**config.mk**
```make
export PLATFORM = sky130hd
export DESIGN_NAME = sru_serial_unit
export DESIGN_NICKNAME = d
export VERILOG_FILES = /design/src/core/sru_pkg.sv /design/src/core/sru_serial_unit.sv
export SDC_FILE = /design/constraint.sdc
export NUM_CORES = 1
export LEC_CHECK = 0
export ABC_AREA = 1
export BUFFER_PORTS_ARGS = -buffer_cell sky130_fd_sc_hd__buf_2
export CAP_MARGIN = 20
export CORE_ASPECT_RATIO = 0.6
export CORE_MARGIN = 1.5
export CORE_UTILIZATION = 60
export CTS_CLUSTER_DIAMETER = 80
export CTS_CLUSTER_SIZE = 30
export DETAILED_ROUTE_END_ITERATION = 16
export GPL_TIMING_DRIVEN = 0
export PLACE_DENSITY = 0.89
export SLEW_MARGIN = 5
export SYNTH_ARGS = -nofsm -noshare
export SYNTH_HDL_FRONTEND = slang
export SYNTH_SLANG_ARGS = --single-unit
```
**constraint.sdc**
```tcl
create_clock -name aclk -period 9 [get_ports aclk]
set_input_delay 1.8 -clock aclk [delete_from_list [all_inputs] [get_ports aclk]]
set_output_delay 1.8 -clock aclk [all_outputs]
set_load 0.05 [all_outputs]
```
**src/core/sru_pkg.sv**
```systemverilog
// Package for the serial receive unit: register map, field positions, resets and timing.
// Assumes a 32-bit AXI4-Lite register bus and a single 200 MHz clock.
package sru_pkg;
   // ==========================================================
   // Register byte offsets
   localparam logic [7:0] SRU_CTRL_OFS = 8'h00; // serial_control_reg
   localparam logic [7:0] SRU_STAT_OFS = 8'h04; // serial_status_reg
   localparam logic [7:0] SRU_RXD_OFS = 8'h08; // rx_data_reg
   localparam logic [7:0] SRU_TXD_OFS = 8'h0c; // transmit data
   localparam logic [7:0] SRU_BRD_OFS = 8'h10; // bit_rate_divisor and clock select
   localparam logic [7:0] SRU_PORT_OFS = 8'h14; // port_direction / port_out_level
   // ==========================================================
   // Control field positions
   localparam int SRU_C_TE = 0; // tx_enable
   localparam int SRU_C_RE = 1; // rx_enable
   localparam int SRU_C_RIE = 2; // rx_irq_enable
   localparam int SRU_C_PEN = 3; // parity enable
   localparam int SRU_C_ODD = 4; // odd parity
   localparam int SRU_C_SYNC = 5; // clocked synchronous mode
   localparam int SRU_C_BOOT = 6; // boot hand-over strobe (write 1)
   // Status field positions
   localparam int SRU_S_TX_EMPTY_FLAG = 0; // tx_empty_flag
   localparam int SRU_S_FER = 1; // framing_err_flag
   localparam int SRU_S_PER = 2; // parity_err_flag
   localparam int SRU_S_OER = 3; // overrun_flag
   localparam int SRU_S_RX_FULL_FLAG = 4; // rx_full_flag
   localparam int SRU_S_TBUSY = 5; // transmitter busy
   // ==========================================================
   // Reset values
   localparam logic [6:0] SRU_CTRL_RST = 7'h00;
   localparam logic [7:0] SRU_BRD_RST = 8'h00;
   localparam logic [1:0] SRU_CKS_RST = 2'h0;
   // ==========================================================
   // Timing: one bit lasts 32*4^cks*(div+1) system clocks
   localparam int SRU_BASE_DIV = 32;
   localparam int SRU_SYS_HZ = 200000000;
   typedef enum logic [1:0] {
      SRU_IDLE = 2'b00,
      SRU_START = 2'b01,
      SRU_DATA = 2'b10,
      SRU_STOP = 2'b11
   } sru_state_type;
endpackage : sru_pkg

```
**src/core/sru_serial_unit.sv**
```systemverilog
// Serial unit: asynchronous receiver with error flags, simple transmitter, AXI4-Lite slave.
// Assumes rxd is already synchronous to aclk; one clock domain, one clock enable.
// Notes on behaviour
// RQ1: Detect start bit, shift data, check parity/stop
// RQ2: Overrun when full; new data not stored
// RQ3: Error request raised if receive irq enabled
// RQ4: Parity mismatch flags error, data still stored
// RQ5: Stop bit zero flags framing, data stored
// RQ6: Good frame stores data, sets full, requests
// RQ7: Break keeps reception going, framing set again
// RQ8: Transmitter off: pin follows port bits
// RQ9: Clearing transmit enable resets transmitter at once
// RQ10: Synchronous mode: no transmit while errors set
// RQ11: Clearing receive enable keeps error flags
// RQ12: Zero select and divisor gives clock/32 bit rate
// RQ13: Boot hand-over clears transmit and receive enables, keeps irq enable and divisor, pin high
// RQ14: Sample bits mid-period timed from start edge
`timescale 1ns/1ps
module sru_serial_unit
   import sru_pkg::*;
#(
   parameter int DATA_W = 8 // Data bits per frame
) (
   input wire logic aclk, // System clock
   input wire logic aresetn, // Synchronous reset, active low
   input wire logic clk_en, // Freezes all state when low
   input wire logic [7:0] s_axi_awaddr, // Write address
   input wire logic s_axi_awvalid, // Write address valid
   output logic s_axi_awready, // Write address ready
   input wire logic [31:0] s_axi_wdata, // Write data
   input wire logic [3:0] s_axi_wstrb, // Write strobes
   input wire logic s_axi_wvalid, // Write data valid
   output logic s_axi_wready, // Write data ready
   output logic [1:0] s_axi_bresp, // Write response
   output logic s_axi_bvalid, // Write response valid
   input wire logic s_axi_bready, // Write response ready
   input wire logic [7:0] s_axi_araddr, // Read address
   input wire logic s_axi_arvalid, // Read address valid
   output logic s_axi_arready, // Read address ready
   output logic [31:0] s_axi_rdata, // Read data
   output logic [1:0] s_axi_rresp, // Read response
   output logic s_axi_rvalid, // Read data valid
   input wire logic s_axi_rready, // Read data ready
   input wire logic rxd, // Receive line
   output logic txd_o, // Transmit pin level
   output logic txd_oe, // Transmit pin drive enable
   output logic rx_data_irq, // Receive-data request level
   output logic rx_error_irq // Receive-error request level
);
   // ==========================================================
   // State
   logic [6:0] ctrl_reg, ctrl_next;
   logic [7:0] brd_reg, brd_next;
   logic [1:0] cks_reg, cks_next;
   logic [1:0] port_reg, port_next; // [1] port_direction, [0] port_out_level
   logic rx_full_flag_reg, rx_full_flag_next, oer_reg, oer_next, per_reg, per_next, fer_reg, fer_next;
   logic tx_empty_flag_reg, tx_empty_flag_next;
   logic [DATA_W-1:0] rdr_reg, rdr_next, tdr_reg, tdr_next;
   sru_state_type rx_st_reg, rx_st_next;
   logic [DATA_W:0] rsr_reg, rsr_next; // rx_shift_reg incl. parity
   logic [3:0] rx_cnt_reg, rx_cnt_next;
   logic [17:0] rx_tick_reg, rx_tick_next;
   logic [DATA_W+1:0] tsr_reg, tsr_next;
   logic [3:0] tx_cnt_reg, tx_cnt_next;
   logic [17:0] tx_tick_reg, tx_tick_next;
   logic tx_busy_reg, tx_busy_next;
   // Two-entry write buffer of the bus slave
   logic [7:0] wb_addr_reg [2], wb_addr_next [2];
   logic [31:0] wb_data_reg [2], wb_data_next [2];
   logic [1:0] wb_cnt_reg, wb_cnt_next;
   logic aw_hold_reg, aw_hold_next, w_hold_reg, w_hold_next;
   logic [7:0] aw_reg, aw_next;
   logic [31:0] w_reg, w_next;
   logic bvalid_reg, bvalid_next, rvalid_reg, rvalid_next;
   logic [31:0] rdata_reg, rdata_next;
   logic [1:0] rresp_reg, rresp_next, bresp_reg, bresp_next;

   // Bit period in system clocks minus one (RQ12 base rate clock/32)
   function automatic logic [17:0] bit_len(input logic [1:0] cks, input logic [7:0] n);
      logic [17:0] v;
      v = 18'(SRU_BASE_DIV) << (2 * cks);
      bit_len = 18'(v * (18'(n) + 18'h1) - 18'h1); // RQ12
   endfunction : bit_len

   function automatic logic is_mapped(input logic [7:0] a);
      is_mapped = (a == SRU_CTRL_OFS) || (a == SRU_STAT_OFS) || (a == SRU_RXD_OFS) ||
         (a == SRU_TXD_OFS) || (a == SRU_BRD_OFS) || (a == SRU_PORT_OFS);
   endfunction : is_mapped

   // ==========================================================
   // Bus handshakes; writes drain from the buffer one per cycle
   logic wr_push, wr_pop, rd_take, rd_rdr;
   logic [7:0] wa;
   logic [31:0] wd;
   assign s_axi_awready = !aw_hold_reg && (wb_cnt_reg != 2'd2) && !bvalid_reg;
   assign s_axi_wready = !w_hold_reg && (wb_cnt_reg != 2'd2) && !bvalid_reg;
   assign s_axi_arready = !rvalid_reg;
   assign s_axi_bvalid = bvalid_reg;
   assign s_axi_bresp = bresp_reg;
   assign s_axi_rvalid = rvalid_reg;
   assign s_axi_rdata = rdata_reg;
   assign s_axi_rresp = rresp_reg;
   assign wr_pop = wb_cnt_reg != 2'd0;
   assign wa = wb_addr_reg[0];
   assign wd = wb_data_reg[0];
   assign rd_take = s_axi_arvalid && s_axi_arready;
   assign rd_rdr = rd_take && (s_axi_araddr == SRU_RXD_OFS);

   // Bus next-state
   always_comb begin
      logic aw_ok, w_ok;
      aw_ok = 1'b0;
      w_ok = 1'b0;
      aw_hold_next = aw_hold_reg;
      w_hold_next = w_hold_reg;
      aw_next = aw_reg;
      w_next = w_reg;
      bvalid_next = bvalid_reg;
      bresp_next = bresp_reg;
      rvalid_next = rvalid_reg;
      rresp_next = rresp_reg;
      rdata_next = rdata_reg;
      wb_addr_next = wb_addr_reg;
      wb_data_next = wb_data_reg;
      wb_cnt_next = wb_cnt_reg;
      wr_push = 1'b0;
      if (s_axi_awvalid && s_axi_awready) begin
         aw_hold_next = 1'b1;
         aw_next = s_axi_awaddr;
      end
      if (s_axi_wvalid && s_axi_wready) begin
         w_hold_next = 1'b1;
         w_next = s_axi_wdata;
      end
      aw_ok = aw_hold_reg;
      w_ok = w_hold_reg;
      if (wr_pop) begin
         wb_addr_next[0] = wb_addr_reg[1];
         wb_data_next[0] = wb_data_reg[1];
         wb_cnt_next = wb_cnt_reg - 2'd1;
      end
      // Both halves held: queue the write and answer
      if (aw_ok && w_ok) begin
         wr_push = 1'b1;
         wb_addr_next[wb_cnt_next[0]] = aw_reg;
         wb_data_next[wb_cnt_next[0]] = w_reg;
         wb_cnt_next = wb_cnt_next + 2'd1;
         aw_hold_next = 1'b0;
         w_hold_next = 1'b0;
         bvalid_next = 1'b1;
         bresp_next = is_mapped(aw_reg) ? 2'b00 : 2'b10;
      end else if (bvalid_reg && s_axi_bready) begin
         bvalid_next = 1'b0;
      end
      if (rd_take) begin
         rvalid_next = 1'b1;
         rresp_next = is_mapped(s_axi_araddr) ? 2'b00 : 2'b10;
         case (s_axi_araddr)
            SRU_CTRL_OFS: rdata_next = {25'h0, ctrl_reg};
            SRU_STAT_OFS: rdata_next = {26'h0, tx_busy_reg, rx_full_flag_reg, oer_reg, per_reg,
                                        fer_reg, tx_empty_flag_reg};
            SRU_RXD_OFS: rdata_next = 32'(rdr_reg);
            SRU_TXD_OFS: rdata_next = 32'(tdr_reg);
            SRU_BRD_OFS: rdata_next = {22'h0, cks_reg, brd_reg};
            SRU_PORT_OFS: rdata_next = {30'h0, port_reg};
            default: rdata_next = 32'h0;
         endcase
      end else if (rvalid_reg && s_axi_rready) begin
         rvalid_next = 1'b0;
      end
   end

   // ==========================================================
   // Receiver and flags
   logic bitdone, frame_done, par_bad, stop_bad;
   assign bitdone = rx_tick_reg == 18'h0;

   always_comb begin
      logic wr_ctrl, wr_stat;
      wr_ctrl = wr_pop && (wa == SRU_CTRL_OFS);
      wr_stat = wr_pop && (wa == SRU_STAT_OFS);
      rx_st_next = rx_st_reg;
      rsr_next = rsr_reg;
      rx_cnt_next = rx_cnt_reg;
      rx_tick_next = bitdone ? 18'h0 : rx_tick_reg - 18'h1;
      rdr_next = rdr_reg;
      frame_done = 1'b0;
      par_bad = (^rsr_reg[DATA_W:0]) != ctrl_reg[SRU_C_ODD];
      stop_bad = 1'b0;
      rx_full_flag_next = rx_full_flag_reg;
      oer_next = oer_reg;
      per_next = per_reg;
      fer_next = fer_reg;
      // Software clears flags by writing 0; hardware sets below win
      if (wr_stat) begin
         if (!wd[SRU_S_RX_FULL_FLAG]) rx_full_flag_next = 1'b0;
         if (!wd[SRU_S_OER]) oer_next = 1'b0;
         if (!wd[SRU_S_PER]) per_next = 1'b0;
         if (!wd[SRU_S_FER]) fer_next = 1'b0;
      end
      if (rd_rdr) rx_full_flag_next = 1'b0;
      case (rx_st_reg)
         SRU_IDLE: if (ctrl_reg[SRU_C_RE] && !rxd) begin // RQ1
            rx_st_next = SRU_START;
            rx_tick_next = bit_len(cks_reg, brd_reg) >> 1; // RQ14
         end
         SRU_START: if (bitdone) begin
            if (rxd) rx_st_next = SRU_IDLE; // Glitch, not a start bit
            else begin
               rx_st_next = SRU_DATA;
               rx_cnt_next = 4'h0;
               rx_tick_next = bit_len(cks_reg, brd_reg); // RQ14
            end
         end
         SRU_DATA: if (bitdone) begin
            rsr_next = {rxd, rsr_reg[DATA_W:1]}; // RQ1
            rx_cnt_next = rx_cnt_reg + 4'h1;
            rx_tick_next = bit_len(cks_reg, brd_reg);
            if (rx_cnt_reg == 4'(ctrl_reg[SRU_C_PEN] ? DATA_W : DATA_W - 1))
               rx_st_next = SRU_STOP;
         end
         SRU_STOP: if (bitdone) begin
            rx_st_next = SRU_IDLE; // RQ7
            frame_done = 1'b1;
         end
         default: rx_st_next = SRU_IDLE;
      endcase
      if (frame_done) begin
         stop_bad = !rxd; // RQ5
         if (rx_full_flag_reg) oer_next = 1'b1; // RQ2
         else begin
            rdr_next = ctrl_reg[SRU_C_PEN] ? rsr_reg[DATA_W-1:0] : rsr_reg[DATA_W:1];
            if (ctrl_reg[SRU_C_PEN] && par_bad) per_next = 1'b1; // RQ4
            if (stop_bad) fer_next = 1'b1; // RQ5 RQ7
            if (!(ctrl_reg[SRU_C_PEN] && par_bad) && !stop_bad) rx_full_flag_next = 1'b1; // RQ6
         end
      end
      // Receive enable leaves error flags untouched
      if (wr_ctrl && !wd[SRU_C_RE]) rx_st_next = SRU_IDLE; // RQ11
   end

   // Requests follow flags while enabled
   always_comb begin
      rx_data_irq = rx_full_flag_reg && ctrl_reg[SRU_C_RIE]; // RQ6
      rx_error_irq = (oer_reg || per_reg || fer_reg) && ctrl_reg[SRU_C_RIE]; // RQ3
   end

   // ==========================================================
   // Control, port and transmitter
   always_comb begin
      logic err_any, tx_go;
      err_any = oer_reg || per_reg || fer_reg;
      ctrl_next = ctrl_reg;
      brd_next = brd_reg;
      cks_next = cks_reg;
      port_next = port_reg;
      tdr_next = tdr_reg;
      tx_empty_flag_next = tx_empty_flag_reg;
      tsr_next = tsr_reg;
      tx_cnt_next = tx_cnt_reg;
      tx_tick_next = (tx_tick_reg == 18'h0) ? 18'h0 : tx_tick_reg - 18'h1;
      tx_busy_next = tx_busy_reg;
      tx_go = !tx_busy_reg && !tx_empty_flag_reg && ctrl_reg[SRU_C_TE] &&
         !(ctrl_reg[SRU_C_SYNC] && err_any); // RQ10
      if (tx_go) begin
         tsr_next = {1'b1, tdr_reg, 1'b0};
         tx_busy_next = 1'b1;
         tx_cnt_next = 4'h0;
         tx_empty_flag_next = 1'b1;
         tx_tick_next = bit_len(cks_reg, brd_reg);
      end else if (tx_busy_reg && tx_tick_reg == 18'h0) begin
         tsr_next = {1'b1, tsr_reg[DATA_W+1:1]};
         tx_cnt_next = tx_cnt_reg + 4'h1;
         tx_tick_next = bit_len(cks_reg, brd_reg);
         if (tx_cnt_reg == 4'(DATA_W + 1)) tx_busy_next = 1'b0;
      end
      if (wr_pop) begin
         case (wa)
            SRU_CTRL_OFS: begin
               ctrl_next = wd[6:0] & 7'h3f;
               if (wd[SRU_C_BOOT]) ctrl_next = ctrl_reg & 7'h3c; // RQ13
               if (wd[SRU_C_BOOT]) port_next = 2'b11; // RQ13
            end
            SRU_TXD_OFS: begin
               tdr_next = wd[DATA_W-1:0];
               tx_empty_flag_next = 1'b0;
            end
            SRU_BRD_OFS: begin
               brd_next = wd[7:0];
               cks_next = wd[9:8];
            end
            SRU_PORT_OFS: port_next = wd[1:0];
            default: ;
         endcase
      end
      // Transmitter reset whenever disabled
      if (!ctrl_next[SRU_C_TE]) begin // RQ9
         tx_busy_next = 1'b0;
         tsr_next = '1;
         tx_cnt_next = 4'h0;
         tx_empty_flag_next = 1'b1;
      end
   end

   // Pin: serial data when enabled, else port bits
   always_comb begin
      if (ctrl_reg[SRU_C_TE]) begin
         txd_oe = 1'b1;
         txd_o = tx_busy_reg ? tsr_reg[0] : 1'b1;
      end else begin
         txd_oe = port_reg[1]; // RQ8
         txd_o = port_reg[0]; // RQ8
      end
   end

   // ==========================================================
   // Registers
   always_ff @(posedge aclk) begin
      if (!aresetn) begin
         ctrl_reg <= SRU_CTRL_RST;
         brd_reg <= SRU_BRD_RST;
         cks_reg <= SRU_CKS_RST;
         port_reg <= 2'h0;
         {rx_full_flag_reg, oer_reg, per_reg, fer_reg} <= 4'h0;
         tx_empty_flag_reg <= 1'b1;
         rdr_reg <= '0;
         tdr_reg <= '0;
         rx_st_reg <= SRU_IDLE;
         rsr_reg <= '0;
         rx_cnt_reg <= 4'h0;
         rx_tick_reg <= 18'h0;
         tsr_reg <= '1;
         tx_cnt_reg <= 4'h0;
         tx_tick_reg <= 18'h0;
         tx_busy_reg <= 1'b0;
         wb_addr_reg <= '{default: 8'h0};
         wb_data_reg <= '{default: 32'h0};
         wb_cnt_reg <= 2'h0;
         aw_hold_reg <= 1'b0;
         w_hold_reg <= 1'b0;
         aw_reg <= 8'h0;
         w_reg <= 32'h0;
         bvalid_reg <= 1'b0;
         rvalid_reg <= 1'b0;
         rdata_reg <= 32'h0;
         rresp_reg <= 2'h0;
         bresp_reg <= 2'h0;
      end else if (clk_en) begin
         ctrl_reg <= ctrl_next;
         brd_reg <= brd_next;
         cks_reg <= cks_next;
         port_reg <= port_next;
         {rx_full_flag_reg, oer_reg, per_reg, fer_reg} <= {rx_full_flag_next, oer_next, per_next, fer_next};
         tx_empty_flag_reg <= tx_empty_flag_next;
         rdr_reg <= rdr_next;
         tdr_reg <= tdr_next;
         rx_st_reg <= rx_st_next;
         rsr_reg <= rsr_next;
         rx_cnt_reg <= rx_cnt_next;
         rx_tick_reg <= rx_tick_next;
         tsr_reg <= tsr_next;
         tx_cnt_reg <= tx_cnt_next;
         tx_tick_reg <= tx_tick_next;
         tx_busy_reg <= tx_busy_next;
         wb_addr_reg <= wb_addr_next;
         wb_data_reg <= wb_data_next;
         wb_cnt_reg <= wb_cnt_next;
         aw_hold_reg <= aw_hold_next;
         w_hold_reg <= w_hold_next;
         aw_reg <= aw_next;
         w_reg <= w_next;
         bvalid_reg <= bvalid_next;
         rvalid_reg <= rvalid_next;
         rdata_reg <= rdata_next;
         rresp_reg <= rresp_next;
         bresp_reg <= bresp_next;
      end
   end

   // ==========================================================
   // Checks
   a_overrun_keeps_rdr: assert property (@(posedge aclk) disable iff (!aresetn) // RQ2
      clk_en && frame_done && rx_full_flag_reg |=> oer_reg && $stable(rdr_reg))
      else $error("overrun changed receive data");
   a_err_irq_level: assert property (@(posedge aclk) disable iff (!aresetn) // RQ3
      clk_en && frame_done && ctrl_reg[SRU_C_RIE] && !wr_pop &&
      (rx_full_flag_reg || !rxd || (ctrl_reg[SRU_C_PEN] && par_bad)) |=> rx_error_irq)
      else $error("error request missing");
   a_parity_flag_set: assert property (@(posedge aclk) disable iff (!aresetn) // RQ4
      clk_en && frame_done && !rx_full_flag_reg && ctrl_reg[SRU_C_PEN] && par_bad |=> per_reg)
      else $error("parity flag not set");
   a_framing_flag_set: assert property (@(posedge aclk) disable iff (!aresetn) // RQ5
      clk_en && frame_done && !rx_full_flag_reg && !rxd |=> fer_reg)
      else $error("framing flag not set");
   a_good_frame_full: assert property (@(posedge aclk) disable iff (!aresetn) // RQ6
      clk_en && frame_done && !rx_full_flag_reg && rxd && !ctrl_reg[SRU_C_PEN] |=> rx_full_flag_reg)
      else $error("full flag not set");
   a_port_pin_ctrl: assert property (@(posedge aclk) disable iff (!aresetn) // RQ8
      !ctrl_reg[SRU_C_TE] |-> txd_oe == port_reg[1] && txd_o == port_reg[0])
      else $error("pin not under port control");
   a_tx_off_reset: assert property (@(posedge aclk) disable iff (!aresetn) // RQ9
      !ctrl_reg[SRU_C_TE] |-> !tx_busy_reg)
      else $error("transmitter running while disabled");
   a_sync_err_block: assert property (@(posedge aclk) disable iff (!aresetn) // RQ10
      ctrl_reg[SRU_C_SYNC] && (oer_reg || per_reg || fer_reg) && !tx_busy_reg |=> !tx_busy_reg)
      else $error("transmit began with error flag");
endmodule : sru_serial_unit

```
==> metrics <==
crit start category flop; post-synth top area share 32.8%; outcome complete, no violations; Yosys reg bits 176; placed insts 1862; Die ar. 18700 sq um; hold crit path type flop to flop; Synth top cells by count 228 x nand2_1, 221 x nor2_1, 202 x inv_1, 176 x dfxtp_1, 148 x o21ai_0; Root Driver clkbuf_16; initial antenna violation count 0; Power Density 162 nW/um^2; synth top area cells dfxtp_1 33%, nand2_1 8.0%, nor2_1 7.7%, inv_1 7.1%, o21ai_0 6.9%; Post-synth EDFFs 0; vias in the first global route 10102; Overflow after GRT 0; first-pass GRT wire length 52700 um; Skew-Pair Late Insertion Delay 0.45 ns; peak supply drop 0.153 mV; Hold Fails Final Rpt 0; post-CTS sizing 0; worst r2r src brd_reg[0]; Final min period 5.44 ns; Clock Skew 0.0157 ns; critical path launch point brd_reg[0]; initial DRC count 1517; core area 17300 sq um; max-slew violations 0; most common cell in the netlist nand2_1; Synth Instances 1551; final non-filler cell total 1894; Post-Place Setup Slack 3.85 ns; TNS Setup 0 ns; final period utilization 60.4%; drt pass-1 iters 6; Cell variety after synth 49; syn_area_per_cell 6.92 sq um; TritonCTS clock tree built; Worst setup EP type flop; Post-Synthesis Cell Area 10700 sq um; Core Rows 37; Placer Congestion 0.993; worst reg2reg path endpoint tx_tick_reg[14]; Max-Cap Viols 0; maximum fanout along the worst path 6; DR vias 11082; Chip Height 107 um; PortBufs 54; hold buffers post-CTS 0; htree depth 4; clk sinks 176; Clock Path Buffers 2; Total Routed Length 32800 um; Pwr Total 0.00193 W; Post-CTS Setup Repair Bufs 0; Yosys warning total 0; routed length per instance 17.3 um; DRC 0; final worst setup slack 3.56 ns; crit path DAT 5.78 ns; Main synth FF type dfxtp_1; Final HPWL DP 24600 um; ANT nets after route 0; R2R Setup Slk 3.56 ns; vias per cell 5.85; area leader, netlist dfxtp_1; static leakage 5.29 nW; GR Util All Layers 35.9%; fraction of registers with async set/reset 0%; unrepaired setup endpoints after global routing no; Util after Layout 69.1%; FF-to-FF path depth 21; Syn-to-layout area delta 11.5%; Filler cells 1410; n_diodes 0; fraction of layout cells with a size suffix above 1 9.70%; total CTS buffers 17; fmax 0.184 GHz; Worst Max-Slew Pin Slew 0.823 ns; Worst Setup EP tx_tick_reg[14]; Nets 1769; DIE WIDTH 176 um; IO Pins 106; Seq/Total Area, Yosys 32.8%; Slew HR 45.2%; Worst-path clk slew 0.08 ns; maximum number of pins on one net before global-route repair 20; Initial Utilization 62.0%; Setup CP Type flop to flop; data required time at the worst endpoint 9.35 ns; setup violators final 0
==> kinds of logic after synthesis <==
family / after synthesis / synth area share [%]
other cells: 1 / 0.0349
compound gates: 378 / 19.4
simple gates: 585 / 23.5
fa+ha+maj: 61 / 8.30
flops: 176 / 32.8
buf+inv: 297 / 11.5
xor+xnor: 53 / 4.33
==> cell type report <==
type                       instances  area (sq um)  area share (%)
clock buffer                      17           425            3.55
multi-input combinational       1101          6060            50.6
timing repair buffer              54           270            2.26
sequential                       176          3520            29.4
inverter                         216           811            6.77
clock inverter                    15           161            1.35
buffer                            81           427            3.57
tap                              234           293            2.45
==> routing by layer <==
metal	global-route usage [%]	wire (um)	vias up
met5	0	0	-
met4	9.77	649	0
met3	9.33	4560	72
met2	52.5	13300	724
met1	52.0	14300	5061
li1	-	-	5225
==> worst min-delay path by stage <==
| stage | from | slack (ns) | cells past startpoint | end |
|---|---|---|---|---|
| 5_1_grt | s_axi_rdata[2] | 0.48 | 2 | s_axi_rdata[2] |
| 6_report | flop | 0.46 | 2 | flop |
| 2_1_floorplan | flop | 0.42 | 2 | flop |
| 3_3_place_gp | flop | 0.44 | 2 | flop |
| 4_1_cts | flop | 0.45 | 2 | flop |
| 3_5_place_dp | flop | 0.44 | 2 | flop |
==> worst max-delay path: stages, from the launching register on <==
cell and delay [ns]:
dfxtp_1 0.48, ha_1 0.25, nand2_1 0.07, nor2_1 0.29
nand2_1 0.11, nand2_1 0.13, nand2_1 0.14, nor2_1 0.15
ha_1 0.27, fa_1 0.47, fa_1 0.52, fa_1 0.51
ha_1 0.31, ha_1 0.35, inv_1 0.08, o21ai_0 0.21
nor2_1 0.08, nand2_1 0.08, xor2_1 0.40, inv_1 0.14
a21oi_1 0.23, nor2_1 0.06
==> metrics by stage <==
stage / hold slack [ns] / area, sq um
3_5_place_dp: 0.442 / 11400
5_1_grt: 0.481 / 12000
4_1_cts: 0.452 / 12000
3_3_place_gp: 0.438 / 11400
2_1_floorplan: 0.425 / 10800
6_report: 0.455 / 12000
==> layout by cell type, fill, tap and decap left out, drive strengths merged, types with 2 or more instances in the layout <==
cell type	count
nand2	235
nor2	234
inv	215
dfxtp	176
o21ai	172
a21oi	128
buf	90
nand3	65
clkbuf	62
ha	44
xor2	33
nor3	25
conb	24
xnor2	20
o22ai	19
o211ai	17
fa	17
nand4	17
clkinv	14
a211oi	11
a311oi	9
o31ai	5
or2	5
o221ai	5
a31oi	4
nor4	3
a41oi	2
clkinvlp	2
==> where the power goes <==
| group | leakage, nW | switching (W) | internal, W |
|---|---|---|---|
| clock network | 0.281 | 0.000377 | 0.000372 |
| registers | 1.44 | 0.0000345 | 0.000812 |
| logic | 3.58 | 0.000232 | 0.000107 |
No activity file was read; power rests on OpenSTA's default activity.
